--- src/core/dpwm_cfg.svh ---
// constants for the dual pulse output block: field widths, reset values, timing
// assumes a 200 MHz module clock; includers use the bare file name
`ifndef DPWM_CFG_SVH
`define DPWM_CFG_SVH

// ----------------------------------------------------------------
// widths
// ----------------------------------------------------------------
`define DPWM_LVL_W 10
`define DPWM_FSEL_W 2
`define DPWM_TMR_W 8
`define DPWM_MAX_LVL 10'h3ff
`define DPWM_HALF_LVL 10'h1ff

// ----------------------------------------------------------------
// reset values
// ----------------------------------------------------------------
`define DPWM_LVL_RST 10'h000
`define DPWM_FSEL0_RST 2'h1
`define DPWM_FSEL1_RST 2'h0
`define DPWM_PT_RST 8'hff
`define DPWM_RP_RST 8'h28
`define DPWM_RP_FOREVER 8'hff

// ----------------------------------------------------------------
// timing
// ----------------------------------------------------------------
`define DPWM_CLK_PS 5000
`define DPWM_PERIOD_NS 64000
`define DPWM_PERIOD_CYC ((`DPWM_PERIOD_NS * 1000) / `DPWM_CLK_PS)
`define DPWM_TICK_MS 100
`define DPWM_TICK_CYC ((`DPWM_TICK_MS * 1000000) / (`DPWM_CLK_PS / 1000))

`endif

--- src/core/dpwm_pkg.sv ---
// types shared by the dual pulse output block
// assumes nothing beyond the constants header

package dpwm_pkg;
    // ----------------------------------------------------------------
    // setting selectors
    // ----------------------------------------------------------------
    typedef enum logic [2:0] {
        DPWM_SEL_LVL0 = 3'h0,
        DPWM_SEL_LVL1 = 3'h1,
        DPWM_SEL_FSEL0 = 3'h2,
        DPWM_SEL_FSEL1 = 3'h3,
        DPWM_SEL_PT = 3'h4,
        DPWM_SEL_RP = 3'h5
    } dpwm_sel_t;

    typedef enum logic [1:0] {
        DPWM_FN_OFF = 2'h0,
        DPWM_FN_RSSI = 2'h1,
        DPWM_FN_LEVEL = 2'h2
    } dpwm_fn_t;

    typedef struct packed {
        logic wr;
        dpwm_sel_t sel;
        logic [9:0] data;
    } dpwm_cmd_t;

    typedef struct packed {
        logic valid;
        logic src_ok;
        logic [9:0] ad0;
        logic [9:0] ad1;
    } dpwm_sample_t;

    typedef struct packed {
        logic valid;
        logic [9:0] duty;
    } dpwm_rssi_t;
endpackage

--- src/core/dpwm_top.sv ---
// two pulse outputs with host settings, commit step, line passing and rssi hold
// assumes a decoded command stream and received-packet strobes from the module

`timescale 1ns/1ps
`include "dpwm_cfg.svh"

module dpwm_top #(
    parameter int TICK_CYCLES = `DPWM_TICK_CYC,
    parameter int PERIOD_CYCLES = `DPWM_PERIOD_CYC
) (
    input wire logic CLOCK,
    input wire logic SYS_RST,
    input wire dpwm_pkg::dpwm_cmd_t CMD,
    input wire logic CMD_APPLY,
    input wire dpwm_pkg::dpwm_sample_t SAMPLE,
    input wire dpwm_pkg::dpwm_rssi_t RSSI,
    output logic [9:0] RD_DATA,
    output logic PULSE_OUT_ZERO,
    output logic PULSE_OUT_ONE
);
    import dpwm_pkg::*;

    // ----------------------------------------------------------------
    // settings: pending copies written by commands, active after commit
    // ----------------------------------------------------------------
    logic [9:0] pend_lvl [2];
    logic [1:0] pend_fsel [2];
    logic [7:0] pend_pt;
    logic [7:0] pend_rp;
    logic [9:0] act_lvl [2];
    logic [1:0] act_fsel [2];
    logic [7:0] act_pt;
    logic [7:0] act_rp;

    wire fsel_ok = CMD.data[9:2] == 8'h00 && CMD.data[1:0] != 2'h3;
    wire wr_lvl0 = CMD.wr && CMD.sel == DPWM_SEL_LVL0;
    wire wr_lvl1 = CMD.wr && CMD.sel == DPWM_SEL_LVL1;
    wire wr_fsel0 = CMD.wr && CMD.sel == DPWM_SEL_FSEL0 && fsel_ok;
    wire wr_fsel1 = CMD.wr && CMD.sel == DPWM_SEL_FSEL1 && fsel_ok;
    wire wr_pt = CMD.wr && CMD.sel == DPWM_SEL_PT;
    wire wr_rp = CMD.wr && CMD.sel == DPWM_SEL_RP;
    wire load_sample = SAMPLE.valid && SAMPLE.src_ok;
    logic pt_expire;

    wire [9:0] next_rd =
        CMD.sel == DPWM_SEL_LVL0 ? pend_lvl[0] :
        CMD.sel == DPWM_SEL_LVL1 ? pend_lvl[1] :
        CMD.sel == DPWM_SEL_FSEL0 ? {8'h00, pend_fsel[0]} :
        CMD.sel == DPWM_SEL_FSEL1 ? {8'h00, pend_fsel[1]} :
        CMD.sel == DPWM_SEL_PT ? {2'h0, pend_pt} :
        CMD.sel == DPWM_SEL_RP ? {2'h0, pend_rp} : 10'h000;

    always_ff @(posedge CLOCK or posedge SYS_RST) begin
        if (SYS_RST) begin
            pend_lvl[0] <= `DPWM_LVL_RST;
            pend_lvl[1] <= `DPWM_LVL_RST;
            pend_fsel[0] <= `DPWM_FSEL0_RST;
            pend_fsel[1] <= `DPWM_FSEL1_RST;
            pend_pt <= `DPWM_PT_RST;
            pend_rp <= `DPWM_RP_RST;
            RD_DATA <= 10'h000;
        end else begin
            // invalid function codes are dropped, older code stays
            if (wr_lvl0) pend_lvl[0] <= CMD.data;
            else if (load_sample) pend_lvl[0] <= SAMPLE.ad0;
            if (wr_lvl1) pend_lvl[1] <= CMD.data;
            else if (load_sample) pend_lvl[1] <= SAMPLE.ad1;
            if (wr_fsel0) pend_fsel[0] <= CMD.data[1:0];
            if (wr_fsel1) pend_fsel[1] <= CMD.data[1:0];
            if (wr_pt) pend_pt <= CMD.data[7:0];
            if (wr_rp) pend_rp <= CMD.data[7:0];
            RD_DATA <= next_rd;
        end
    end

    // commit wins over a same-cycle sample; the sample still lands in pending
    always_ff @(posedge CLOCK or posedge SYS_RST) begin
        if (SYS_RST) begin
            act_lvl[0] <= `DPWM_LVL_RST;
            act_lvl[1] <= `DPWM_LVL_RST;
            act_fsel[0] <= `DPWM_FSEL0_RST;
            act_fsel[1] <= `DPWM_FSEL1_RST;
            act_pt <= `DPWM_PT_RST;
            act_rp <= `DPWM_RP_RST;
        end else if (CMD_APPLY) begin
            act_lvl <= pend_lvl;
            act_fsel <= pend_fsel;
            act_pt <= pend_pt;
            act_rp <= pend_rp;
        end else if (load_sample) begin
            act_lvl[0] <= SAMPLE.ad0;
            act_lvl[1] <= SAMPLE.ad1;
        end else if (pt_expire) begin
            act_lvl[0] <= `DPWM_LVL_RST;
            act_lvl[1] <= `DPWM_LVL_RST;
        end
    end

    // ----------------------------------------------------------------
    // 100 ms tick and the two hold timers
    // ----------------------------------------------------------------
    logic [24:0] tick_cnt;
    logic [7:0] pt_cnt;
    logic [7:0] rp_cnt;
    logic pass_live;
    logic rssi_live;
    logic [9:0] rssi_lvl;

    wire tick = tick_cnt == 25'(TICK_CYCLES - 1);
    assign pt_expire = tick && pass_live && pt_cnt == 8'h00 && !load_sample;
    wire rp_expire = tick && rssi_live && act_rp != `DPWM_RP_FOREVER && rp_cnt == 8'h00;

    always_ff @(posedge CLOCK or posedge SYS_RST) begin
        if (SYS_RST) begin
            tick_cnt <= 25'h0000000;
            pt_cnt <= 8'h00;
            rp_cnt <= 8'h00;
            pass_live <= 1'b0;
            rssi_live <= 1'b0;
            rssi_lvl <= 10'h000;
        end else begin
            tick_cnt <= tick ? 25'h0000000 : tick_cnt + 25'h0000001;
            if (load_sample) begin
                pt_cnt <= act_pt;
                pass_live <= 1'b1;
            end else if (pt_expire) begin
                pass_live <= 1'b0;
            end else if (tick && pass_live) begin
                pt_cnt <= pt_cnt - 8'h01;
            end
            // zero hold time leaves the indicator dark
            if (RSSI.valid && act_rp != 8'h00) begin
                rp_cnt <= act_rp;
                rssi_live <= 1'b1;
                rssi_lvl <= RSSI.duty;
            end else if (rp_expire) begin
                rssi_live <= 1'b0;
            end else if (tick && rssi_live) begin
                rp_cnt <= rp_cnt - 8'h01;
            end
        end
    end

    // ----------------------------------------------------------------
    // period counter and comparators
    // ----------------------------------------------------------------
    logic [13:0] per_cnt;
    logic [1:0] pulse;
    wire [9:0] eff_duty [2];
    wire [1:0] next_pulse;
    wire [23:0] phase = 24'(per_cnt) * 24'd1023;

    always_ff @(posedge CLOCK or posedge SYS_RST) begin
        if (SYS_RST) per_cnt <= 14'h0000;
        else if (per_cnt == 14'(PERIOD_CYCLES - 1)) per_cnt <= 14'h0000;
        else per_cnt <= per_cnt + 14'h0001;
    end

    genvar i;
    generate
        for (i = 0; i < 2; i++) begin : g_chan
            assign eff_duty[i] =
                act_fsel[i] == DPWM_FN_LEVEL ? act_lvl[i] :
                act_fsel[i] == DPWM_FN_RSSI && rssi_live ? rssi_lvl : 10'h000;
            // exact ratio: 0 never high, 3ff high all period
            assign next_pulse[i] = phase < 24'(eff_duty[i]) * 24'(PERIOD_CYCLES);
        end
    endgenerate

    always_ff @(posedge CLOCK or posedge SYS_RST) begin
        if (SYS_RST) pulse <= 2'h0;
        else pulse <= next_pulse;
    end
    assign PULSE_OUT_ZERO = pulse[0];
    assign PULSE_OUT_ONE = pulse[1];

    // ----------------------------------------------------------------
    // checks
    // ----------------------------------------------------------------
    property p_wrap;
        @(posedge CLOCK) disable iff (SYS_RST)
        per_cnt == 14'(PERIOD_CYCLES - 1) |=> per_cnt == 14'h0000;
    endproperty
    a_wrap: assert property (p_wrap) else $error("period did not wrap");

    property p_full;
        @(posedge CLOCK) disable iff (SYS_RST)
        eff_duty[0] == `DPWM_MAX_LVL |=> PULSE_OUT_ZERO;
    endproperty
    a_full: assert property (p_full) else $error("full level not high");

    property p_half;
        @(posedge CLOCK) disable iff (SYS_RST)
        eff_duty[1] == `DPWM_HALF_LVL && per_cnt == 14'(PERIOD_CYCLES / 2 + 2)
        |=> !PULSE_OUT_ONE;
    endproperty
    a_half: assert property (p_half) else $error("half level high too long");

    property p_lvl_wr;
        @(posedge CLOCK) disable iff (SYS_RST)
        wr_lvl0 |=> pend_lvl[0] == $past(CMD.data);
    endproperty
    a_lvl_wr: assert property (p_lvl_wr) else $error("level write lost");

    property p_off;
        @(posedge CLOCK) disable iff (SYS_RST)
        act_fsel[0] == DPWM_FN_OFF |=> !PULSE_OUT_ZERO;
    endproperty
    a_off: assert property (p_off) else $error("disabled output drove high");

    property p_rst_fn;
        @(posedge CLOCK) disable iff (SYS_RST)
        $past(SYS_RST) |-> act_fsel[0] == DPWM_FN_RSSI && act_lvl[0] == 10'h000;
    endproperty
    a_rst_fn: assert property (p_rst_fn) else $error("bad reset settings");

    property p_commit;
        @(posedge CLOCK) disable iff (SYS_RST)
        CMD_APPLY |=> act_fsel[1] == $past(pend_fsel[1]) && act_lvl[1] == $past(pend_lvl[1]);
    endproperty
    a_commit: assert property (p_commit) else $error("commit not taken");

    property p_pass;
        @(posedge CLOCK) disable iff (SYS_RST)
        load_sample && !CMD_APPLY |=> act_lvl[0] == $past(SAMPLE.ad0) && pass_live;
    endproperty
    a_pass: assert property (p_pass) else $error("sample not passed");

    property p_pt;
        @(posedge CLOCK) disable iff (SYS_RST)
        pt_expire && !CMD_APPLY |=> act_lvl[0] == 10'h000 && !pass_live;
    endproperty
    a_pt: assert property (p_pt) else $error("timeout did not zero level");

    property p_rp;
        @(posedge CLOCK) disable iff (SYS_RST)
        rssi_live && act_rp == `DPWM_RP_FOREVER |=> rssi_live;
    endproperty
    a_rp: assert property (p_rp) else $error("permanent rssi dropped");
endmodule

--- config.mk ---
export PLATFORM = sky130hd
export DESIGN_NAME = dpwm_top
export DESIGN_NICKNAME = d
export VERILOG_FILES = /design/src/core/dpwm_pkg.sv /design/src/core/dpwm_top.sv
export VERILOG_INCLUDE_DIRS = /design/src /design/src/core
export SDC_FILE = /design/constraint.sdc
export NUM_CORES = 1
export LEC_CHECK = 0
export BUFFER_PORTS_ARGS = -buffer_cell sky130_fd_sc_hd__buf_4
export CORE_ASPECT_RATIO = 1.5
export CORE_MARGIN = 2
export CORE_UTILIZATION = 45
export CTS_BUF_LIST = sky130_fd_sc_hd__clkbuf_8 sky130_fd_sc_hd__clkbuf_16
export DETAILED_ROUTE_END_ITERATION = 8
export MAX_ROUTING_LAYER = met4
export PLACE_DENSITY_LB_ADDON = 0.3
export SKIP_LAST_GASP = 1
export SLEW_MARGIN = 20
export SYNTH_ARGS = -nofsm -noshare
export SYNTH_HDL_FRONTEND = slang
export SYNTH_SLANG_ARGS = --single-unit
--- constraint.sdc ---
create_clock -name CLOCK -period 6.85 [get_ports CLOCK]
set_input_delay 0 -clock CLOCK [delete_from_list [all_inputs] [get_ports CLOCK]]
set_output_delay 0 -clock CLOCK [all_outputs]
set_load 0.05 [all_outputs]
==> reports/qor.yml <==
status: "finished clean"
period_minus_slack_ns: 6.46
pre_cts_ws_ns: 0.162
area_growth_pct: 16.5
synth-seq-cells: 159
yosysMostFrequentCell: "ha_1"
ys.flop_type: "dfrtp_1"
antenna_left: 0
grt_overflow: 0
dpl.hpwl_um: 23200
met1Wirelength_um: 11400
grt_pass1_vias: 9804
switchingPower_uw: 714
dr_total_vias: 9177
antenna_found_initial: 0
path_max_fanout: 5
hp-class: "input port to flop"
syn_nets: 1533
drtIter0Drc: 401
internal-power_uw: 1780
syn_area_um2: 12600
cts_tree: "built"
setup_viol: 0
core_um2: 27800
relSlewSlack_pct: 38.1
wl_um: 29700
worstSetupStartpointType: "flop"
synth_edf_count: 0
swShare_pct: 28.6
synth_area_leader_cell: "dfrtp_1"
grt_pass1_wl_um: 48600
dr.pass1.iters: 5
power_frac_clock_pct: 36.5
ir_drop_uv: 178
critPathKind: "flop to flop"
initial_utilization_pct: 45.5
routed_via_density: 5.34
met3RoutedLength_um: 627
fp-row-count: 75
grt_max_degree: 89
fin_tns_setup_ns: 0
wl_per_cell_um: 17.3
timing.final.ws_setup_ns: 0.394
yosys-top-cells-area: "dfrtp_1 27%, ha_1 16%, fa_1 13%, inv_1 4.7%, dfstp_2 4.6%"
synthArstFlopShare_pct: 100
syn_inst: 1239
ios: 62
io_buffers: 61
yosys_warnings: 0
cts_root_buffer: "clkbuf_16"
seq_area_um2: 4010
top_layer: "met4"
fillers: 2442
cp.required_ns: 7.17
die-area_um2: 29500
h-tree-depth: 4
wl_met2_um: 16400
clockBufferDepth: 2
path_clk_slew_ns: 0.07
grt_use_total_pct: 21.6
worstSkewPairLatency_ns: 0.43
die_y_um: 209
cap_violations: 0
hold_violations: 0
maxClockFrequency_ghz: 0.155
multiInputGateArea_um2: 7970
drive_above_1_share_pct: 15.9
drc: 0
comb_power_share_pct: 15.4
synth_top_area_share_pct: 27.1
fin_nets: 1652
arrival_ns: 6.78
pwr_density_cell_nw_per_um2: 169
power.leakage_uw: 0.00737
netlist_top_cells_count: "165 x ha_1, 157 x inv_1, 137 x dfrtp_1, 102 x nand2_1, 79 x fa_1"
endpoint_kind: "flop"
routabilityCongestion: 0.892
rsz0062_at_grt: "false"
p_seq_share_pct: 48.0
finalCritPeriodShare_pct: 94.2
syn_avg_cell_area_um2: 10.2
final_max_slew_viol_count: 0
finClkSkew_ns: 0.0148
dieWidth_um: 141
cts_buffers: 17
diodes: 0
synth_cell_types: 58
ys_seq_area_share_pct: 31.7
clock_sinks: 159
worstMarginPinSlew_ns: 0.927
==> sequential cells by signal, indices dropped and copies added, names as in the netlist, 10 cells and up <==
| signal | count |
|---|---|
| per_cnt | 14 |
| pend_lvl | 20 |
| tick_cnt | 25 |
| rssi_lvl | 10 |
| act_lvl | 20 |
| RD_DATA | 10 |
==> area by class of cell <==
type,instances,area share (%)
clock inverter,15,0.926
clock buffer,17,2.89
timing repair buffer,136,7.88
sequential,159,27.2
tap,346,2.94
inverter,157,4.03
multi-input combinational,887,54.1
==> layout by cell type (no fill, tap or decap), types with 5 or more instances in the layout <==
master         synthesis  final
nand2_1              102    102
o31ai_1                5      5
nand2b_1               5      5
dfrtp_1              137    134
xnor2_1               40     39
nor2b_1               17     17
nand3_1               20     20
fa_1                  79     77
dfstp_2               22     22
dlygate4sd3_1          0     56
clkbuf_16              0     17
o21bai_1               5      5
nand4_1               14     14
a22o_1                 7      7
nor2_1                63     62
o21a_1                12     12
mux2i_1               23     23
or2_2                  5      5
a21oi_1               43     42
nor3_1                15     12
a22oi_1               28     28
a21o_1                14     14
buf_4                  0     80
xor2_1                39     39
o21ai_0               71     67
o21ai_1                7     11
mux2_2                49     49
ha_1                 165    165
inv_1                157    155
mux4_2                 6      6
==> critical path, stage by stage (launching register included) <==
cell       delay (ns)
dfrtp_2          0.45
fa_1             0.57
inv_1            0.09
fa_1             0.50
fa_1             0.49
inv_1            0.06
fa_1             0.53
inv_1            0.06
fa_1             0.51
inv_1            0.04
ha_1             0.22
a2111oi_2        0.33
o21a_1           0.21
o21a_1           0.20
a211o_1          0.21
a21oi_1          0.10
or2_2            0.35
nor2_1           0.12
xnor2_1          0.11
ha_1             0.29
nand2_1          0.08
nor3_2           0.22
nand2_1          0.07
a21oi_1          0.12
o21bai_1         0.11
a221oi_2         0.23
nor2_1           0.08
==> power by group through the flow <==
stage	registers (uW)	clock network (uW)	logic, uW
3_5_place_dp	1210	0	349
6_report	1200	910	385
5_1_grt	1210	969	426
2_1_floorplan	1190	0	226
4_1_cts	1200	929	385
3_3_place_gp	1210	0	340
==> cells by family (layout without fill, tap and decap cells) <==
logic type                 after synthesis  after routing  share of synthesized area [%]
muxes                                   78             78                           7.25
adders and majority gates              244            244                           28.8
DFF                                    159            159                           31.7
AOI/OAI and AO/OA                      212            212                           10.3
buffers and inverters                  193            325                           5.86
xor gates and xnor gates                79             79                           5.47
and+or+nand+nor                        274            274                           10.6
==> per-layer routing <==
| metal | global-route usage, % | vias to the layer above |
|---|---|---|
| li1 | - | 4429 |
| met1 | 22.8 | 4513 |
| met2 | 40.2 | 165 |
| met3 | 2.65 | 70 |
| met4 | 9.45 | 0 |
| met5 | - | - |
==> stage by stage <==
stage | cells | power (uW) | util, % | area (um^2) | hold slack [ns]
floorplan | 1239 | 1420 | - | 12600 | 0.109
global placement | 1622 | 1550 | 48.6 | 13500 | 0.230
detailed placement | 1622 | 1560 | 48.6 | 13500 | 0.232
CTS | 1710 | 2510 | 52.6 | 14600 | 0.0241
global route | 1717 | 2610 | 53.0 | 14700 | 0.0867
finish | 1717 | 2490 | 53.0 | 14700 | 0.0445
==> path summary, 6_finish.rpt <==
check,end,from,slack (ns),cells after the start
min in group asynchronous,rssi_lvl[5],SYS_RST,0.28,3
hold / removal,pend_pt[0],CMD[13],0.04,4
setup / recovery,pulse[0],per_cnt[7],0.39,26
setup reg to reg,pulse[0],per_cnt[7],0.39,26
hold reg to reg,tick_cnt[0],tick_cnt[0],0.49,1
max in group asynchronous,tick_cnt[8],SYS_RST,5.07,4
==> repair_timing <==
action / in CTS / in global routing
hold endpoints to repair: 163 / 0
setup buffers: 0 / 7
hold buffers: 56 / 0
setup endpoints to repair: 0 / 2
resized for setup: 0 / 19
Note: power is estimated with default switching activity, not from simulation.
